[src/irc_pkg.sv]
package irc_pkg;

  localparam int unsigned TICKS_PER_BIT = 16;
  localparam int unsigned FRAME_BITS = 10;
  localparam logic [3:0] TICK_LAST = 4'hf;
  localparam logic [3:0] ENC_PULSE_ARM = 4'h6;
  localparam logic [3:0] ENC_PULSE_DROP = 4'h9;
  localparam logic [3:0] DEC_DRIVE_TICK = 4'h3;
  localparam logic [3:0] ENC_LAST_BIT = 4'h9;
  localparam logic [3:0] DEC_END_BIT = 4'ha;

  localparam int unsigned CLK_PERIOD_NS = 8;
  localparam int unsigned PULSE_LIMIT_NS = 4000;
  localparam int unsigned PULSE_LIMIT_CYC = PULSE_LIMIT_NS / CLK_PERIOD_NS;

  localparam logic HOST_OUT_RST = 1'b1;
  localparam logic OPT_OUT_RST = 1'b0;

  typedef enum logic [1:0] {
    IRC_IDLE,
    IRC_ENCODE,
    IRC_DECODE
  } irc_mode_e;

  typedef struct packed {
    logic tick;
    logic hostTx;
    logic optIn;
  } irc_pins_s;

endpackage : irc_pkg

[src/irc_codec.sv]
`timescale 1ns/1ns
// Notes on behaviour
// - Sixteen oversample ticks make one bit.
// - Frame state advances on oversample clock ticks; the limiter counts clk_sys.
// - Frames: start, eight data, one stop.
// - Zero bit: low 7, high 3, low rest.
// - One bit: optical output low whole bit.
// - Limiter ends optical pulse after 4 us.
// - Low pulse at bit start decodes zero.
// - Input high whole bit decodes one.
// - Decoded bit held sixteen ticks on host.
// - Reset low forces optical output low.
// - Optical input low suppresses transmission; half duplex.
// - Encoder aligns to host start edge.
// - Decoder aligns to received start edge.
// - In reset host output high, optical low.
// - Optical pulse rises 7 ticks after edge.
// - Host output falls 4 ticks after input low.

module irc_codec
  import irc_pkg::*;
#(
  parameter int unsigned LIMIT_CYC = irc_pkg::PULSE_LIMIT_CYC
)(
  input wire logic clk_sys,
  input wire logic nrst,
  input wire logic oversampleClock,
  input wire logic hostTxIn,
  input wire logic opticalPulseIn,
  output logic hostRxOut,
  output logic opticalPulseOut
);
  import irc_pkg::*;

  // Synchronisers and edge history
  irc_pins_s meta_q;
  irc_pins_s sync_q;
  logic tickPrev_q;
  logic hostPrev_q;
  logic optPrev_q;
  logic tick;

  // Frame sequencing shared by both directions
  irc_mode_e mode_q;
  logic [3:0] tickCnt_q;
  logic [3:0] bitCnt_q;

  // Encoder pulse and its limiter
  logic pulseWin_q;
  logic [9:0] limitCnt_q;
  logic limitHit;

  // Decoder bit capture
  logic lowSeen_q;

  // Output flops
  logic hostRx_q;
  logic optOut_q;

  // Both pins and the oversample clock are foreign to clk_sys
  // Reset values match idle pin levels so no false edge follows reset
  always_ff @(posedge clk_sys or negedge nrst)
  begin
    if (!nrst)
    begin
      meta_q <= '{tick: 1'b0, hostTx: 1'b1, optIn: 1'b1};
      sync_q <= '{tick: 1'b0, hostTx: 1'b1, optIn: 1'b1};
    end
    else
    begin
      meta_q <= '{tick: oversampleClock, hostTx: hostTxIn, optIn: opticalPulseIn};
      sync_q <= meta_q;
    end
  end

  // Rising edge of the oversample clock times every bit; only the limiter counts clk_sys
  assign tick = sync_q.tick & ~tickPrev_q;

  always_ff @(posedge clk_sys or negedge nrst)
  begin
    if (!nrst)
    begin
      tickPrev_q <= 1'b0;
      hostPrev_q <= 1'b1;
      optPrev_q <= 1'b1;
    end
    else
    begin
      tickPrev_q <= sync_q.tick;
      // History moves only on ticks, so a glitch between ticks is no edge
      if (tick)
      begin
        hostPrev_q <= sync_q.hostTx;
        optPrev_q <= sync_q.optIn;
      end
    end
  end

  // One shared mode keeps the link half duplex; the encoder wins a tie
  always_ff @(posedge clk_sys or negedge nrst)
  begin
    if (!nrst)
    begin
      mode_q <= IRC_IDLE;
      tickCnt_q <= '0;
      bitCnt_q <= '0;
    end
    else if (tick)
    begin
      unique case (mode_q)
        IRC_IDLE:
        begin
          tickCnt_q <= '0;
          bitCnt_q <= '0;
          // A host start wins a tie: the host cannot see a collision
          if (hostPrev_q && !sync_q.hostTx)
            mode_q <= IRC_ENCODE;
          else if (optPrev_q && !sync_q.optIn)
            mode_q <= IRC_DECODE;
        end

        IRC_ENCODE:
        begin
          tickCnt_q <= tickCnt_q + 4'h1;
          if (tickCnt_q == TICK_LAST)
          begin
            bitCnt_q <= bitCnt_q + 4'h1;
            if (bitCnt_q == ENC_LAST_BIT)
              mode_q <= IRC_IDLE;
          end
        end

        IRC_DECODE:
        begin
          tickCnt_q <= tickCnt_q + 4'h1;
          if (tickCnt_q == TICK_LAST)
            bitCnt_q <= bitCnt_q + 4'h1;
          // Runs one bit past the stop bit so it is held a full period
          if (bitCnt_q == DEC_END_BIT && tickCnt_q == DEC_DRIVE_TICK)
            mode_q <= IRC_IDLE;
        end
      endcase
    end
  end

  // Encoder window: ticks 7 to 9 of a zero bit
  // Host level is sampled at tick 6 as the window opens, mid-bit, well away from its own bit edges
  // Limitation: pulse width follows tick spacing, so clock jitter skews it
  always_ff @(posedge clk_sys or negedge nrst)
  begin
    if (!nrst)
      pulseWin_q <= 1'b0;
    else if (mode_q != IRC_ENCODE)
      pulseWin_q <= 1'b0;
    else if (tick && tickCnt_q == ENC_PULSE_ARM)
      pulseWin_q <= ~sync_q.hostTx;
    else if (tick && tickCnt_q == ENC_PULSE_DROP)
      pulseWin_q <= 1'b0;
  end

  // Limiter counts clk_sys so slow baud rates do not waste emitter current
  // It saturates, so a long window cannot wrap and re-enable the pulse
  assign limitHit = (limitCnt_q >= LIMIT_CYC[9:0]);

  always_ff @(posedge clk_sys or negedge nrst)
  begin
    if (!nrst)
      limitCnt_q <= '0;
    else if (!pulseWin_q)
      limitCnt_q <= '0;
    else if (!limitHit)
      limitCnt_q <= limitCnt_q + 10'h001;
  end

  // Gating by the live optical input keeps our echo off a busy link
  always_ff @(posedge clk_sys or negedge nrst)
  begin
    if (!nrst)
      optOut_q <= OPT_OUT_RST;
    else
      optOut_q <= pulseWin_q & ~limitHit & sync_q.optIn;
  end

  // Decoder: any low in ticks 0 to 3 of a bit makes it a zero
  // Limitation: a pulse that starts after tick 3 is not seen
  always_ff @(posedge clk_sys or negedge nrst)
  begin
    if (!nrst)
      lowSeen_q <= 1'b0;
    else if (mode_q == IRC_IDLE)
      lowSeen_q <= 1'b1;
    else if (tick)
    begin
      if (tickCnt_q == TICK_LAST)
        lowSeen_q <= ~sync_q.optIn;
      else
        lowSeen_q <= lowSeen_q | ~sync_q.optIn;
    end
  end

  // The extra bit after the stop bit returns the line to idle high
  always_ff @(posedge clk_sys or negedge nrst)
  begin
    if (!nrst)
      hostRx_q <= HOST_OUT_RST;
    else if (mode_q != IRC_DECODE)
      hostRx_q <= HOST_OUT_RST;
    else if (tick && tickCnt_q == DEC_DRIVE_TICK)
    begin
      if (bitCnt_q == DEC_END_BIT)
        hostRx_q <= HOST_OUT_RST;
      else
        hostRx_q <= ~lowSeen_q;
    end
  end

  // Pins come straight from flops so they never glitch
  assign hostRxOut = hostRx_q;
  assign opticalPulseOut = optOut_q;

endmodule : irc_codec

[config.mk]
export PLATFORM = sky130hd
export DESIGN_NAME = irc_codec
export DESIGN_NICKNAME = d
export VERILOG_FILES = /design/src/irc_pkg.sv /design/src/irc_codec.sv
export SDC_FILE = /design/constraint.sdc
export NUM_CORES = 1
export LEC_CHECK = 0
export BUFFER_PORTS_ARGS = -buffer_cell sky130_fd_sc_hd__buf_2
export CAP_MARGIN = 30
export CORE_ASPECT_RATIO = 2
export CORE_MARGIN = 5
export CORE_UTILIZATION = 55
export CTS_BUF_LIST = sky130_fd_sc_hd__clkbuf_2 sky130_fd_sc_hd__clkbuf_4 sky130_fd_sc_hd__clkbuf_8
export DETAILED_ROUTE_END_ITERATION = 7
export PLACE_DENSITY = 0.84
export SYNTH_ARGS = -nofsm -noshare
export SYNTH_HDL_FRONTEND = slang
export SYNTH_SLANG_ARGS = --single-unit
[constraint.sdc]
create_clock -name clk_sys -period 3.7 [get_ports clk_sys]
set_input_delay 0.37 -clock clk_sys [delete_from_list [all_inputs] [get_ports clk_sys]]
set_output_delay 0.37 -clock clk_sys [all_outputs]
set_load 0.05 [all_outputs]
==> results.md <==
* Critical Path Max Stage Delay at 460 ps
* Async set-reset flop share out of synthesis at 1.00
* HPWL Detailed at 2260 microns
* Synth top cells by count: dfrtp_1, nand2_1, ha_1, inv_1, nor2_1
* CP Buf/Inv Count at 0
* Non-Filler Instances at 193
* Worst setup SP type: flip-flop
* GRT Total Usage at 0.166
* Int Power at 0.618 mW
* CP Class: flip-flop to flip-flop
* Count of input and output buffers at 6
* Area growth syn-to-layout at 7.83%
* Max Cap Viol at 0
* Max IR drop VDD at 0.318 mV
* Vias in the first global route at 1234
* Slowest CP cell: nand2b_1
* Row Count at 28
* Global-route wire length before repair at 5500 microns
* Full die area at 4250 sq um
* Final hold vios at 0
* Fmax at 581 MHz
* Nets at 178
* Hold_buf cts at 0
* First-pass iteration count of the detailed router at 4
* Cells after Synth at 156
* Setup TNS at 0 ps
* CTS tree: done
* XOR/XNOR share of the synthesized area at 0.0213
* Number of cells on the worst reg-to-reg path at 4
* Placed insts at 185
* Avg WL per Cell at 15.8 microns
* Initial Util at 0.566
* Reg2reg start: tickPrev_q
* Syn Nets at 172
* Die Span Y at 87.4 microns
* Antenna diodes at 0
* Primary FF master, synth: dfrtp_1
* Main combinational cell family by area after synthesis: simple AND/OR/NAND/NOR gates
* Initial antenna violation count at 0
* Crit path max fanout at 22
* Switching share of power at 0.300
* Remaining Overflow, GRT at 0
* Area leader, netlist: dfrtp_1
* Flop pwr share at 0.498
* Postcts setup bufs at 0
* I/O pins at 7
* Post-synthesis cell type count at 38
* Slew HR at 0.511
* Reg clk slew, reported paths at 70 ps
* Vias at 1122
* Synth Area per Inst at 10.5 sq um
* Met2 WL at 1740 microns
* YS warnings at 0
* Area share of the largest cell type after synthesis at 0.395
* Slew at the pin closest to its max-slew limit at 733 ps
* Met3 WL at 75 microns
* Slew Limit Fails at 0
* Post-synthesis compound-gate area fraction at 0.116
* Worst path required time at 3870 ps
* Resize count post-CTS at 0
* Seq cells post-synth at 33
* Status: completed
* Routed metal-1 wire length at 1140 microns
* Worst path depth at 4
* Cell chain of the critical path: nand2b_1 > a31oi_1 > nand3_1 > mux2_2
* CP Capture Type: flip-flop
* HP Class: input port to async pin
* DRT Wirelength at 3060 microns
* Clock Latency Late Sink at 280 ps
* EDFF count, synth at 0
* RSZ-0062 raised after global routing: false
* Vias per cell at 5.81
* Root Buffer: clkbuf_8
* Placeable Area at 2910 sq um
* Htree depth at 2
* Crit-path leading delay family: simple AND/OR/NAND/NOR gates
* DRC Markers at 0
* Top post-synthesis cells by area: dfrtp_1, dfstp_2, ha_1
* Mux cell area share after synthesis at 0.0654
* Clk_skew at 8.69 ps
* DRT iter0 DRCs at 20
* CTS Buffer Depth at 2
* Power density cells at 498 nW/um^2
* Clk sink count at 33
* Leakage power at 0.768 nW
* Clk pwr share at 0.321
* Most common cell in the synthesized netlist: dfrtp_1
* Post-route minimum period at 1720 ps
* Simple-Gate Fraction of Synth Area at 0.160
* TritonCTS buffer count at 5
* Tcrit/Tclk final at 0.465
* Mapped Area at 1650 sq um
* Finish-stage setup viols at 0
* GPL Wtd Cong at 0.861
* Die Span X at 48.7 microns
* Highest metal used: met4
* Net Sw Power at 0.265 mW
* Critical Path Start: tickPrev_q
* Layout cell share with drive strength beyond 1 at 0.166
* Adder-Cell Fraction of Synth Area at 0.0837
* Worst EP arrival at 1890 ps
* Comb power frac at 0.181
* Largest net degree at the start of global routing at 34
* Final ANT Viol Nets at 0
* Post-synthesis sequential area ratio at 0.507
final cells by class:
class / instances / area (sq um)
Fill cell: 249 / 1130
Clock inverter: 2 / 13.8
Tap cell: 30 / 37.5
Clock buffer: 6 / 82.6
Sequential cell: 33 / 835
Timing Repair Buffer: 6 / 30.0
Multi-Input combinational cell: 105 / 734
Inverter: 11 / 41.3
power groups by stage:
stage	sequential [mW]	clock, mW	combinational [mW]
2_1_floorplan	0.421	0	0.137
3_3_place_gp	0.444	0	0.151
3_5_place_dp	0.445	0	0.160
4_1_cts	0.438	0.290	0.161
5_1_grt	0.446	0.308	0.181
6_report	0.440	0.283	0.160
state kept, by name (all words and copies together), names as in the netlist, 2 cells and up:
signal      cells
bitCnt_q        4
tickCnt_q       4
meta_q          3
sync_q          3
mode_q          2
limitCnt_q     10
per-stage QoR:
step                      hold WS, ps  area [sq um]  power (mW)  setup WS, ps  utilization
after floorplan                  74.4          1650       0.558          2140            -
after global placement            334          1680       0.594          2090        0.577
after detailed placement          347          1680       0.604          2000        0.577
after CTS                         153          1770       0.888          1990        0.610
after global routing              164          1770       0.935          1890        0.610
final                             133          1770       0.883          1980        0.610
layout by cell type (no fill, tap or decap), types with 3 or more instances in the layout:
master	instances
xnor2_1	4
nand2b_1	8
inv_1	10
dfstp_2	7
nor3_1	3
mux2_2	6
a22o_1	4
dfrtp_1	26
nand3_1	5
clkbuf_8	6
mux2i_1	4
nand2_1	14
o21ai_0	6
a21oi_1	5
nand3b_1	3
buf_2	6
nor2_1	10
ha_1	11
logic make-up (layout without fill, tap and decap cells):
logic type	after synthesis	in the layout
and+or+nand+nor	52	52
DFF	33	33
AOI/OAI and AO/OA	28	28
buffers and inverters	18	25
adders and majority gates	11	11
muxes	10	10
xor gates and xnor gates	4	4
path summary, 6_finish.rpt:
check                             endpoint  slack [ps]
setup / recovery                 mode_q[0]        1980
hold / removal             opticalPulseOut         130
setup reg to reg                 mode_q[0]        1980
hold reg to reg                  sync_q[0]         360
max in group asynchronous    limitCnt_q[5]        3100
min in group clk_sys             meta_q[1]         180
routing by layer:
| layer | vias up | global-route usage |
|---|---|---|
| met3 | 11 | 0.0446 |
| met1 | 549 | 0.160 |
| li1 | 547 | - |
| met2 | 15 | 0.310 |
| met4 | 0 | 0.0931 |
| met5 | - | 0 |
Note: power is estimated with default switching activity, not from simulation.
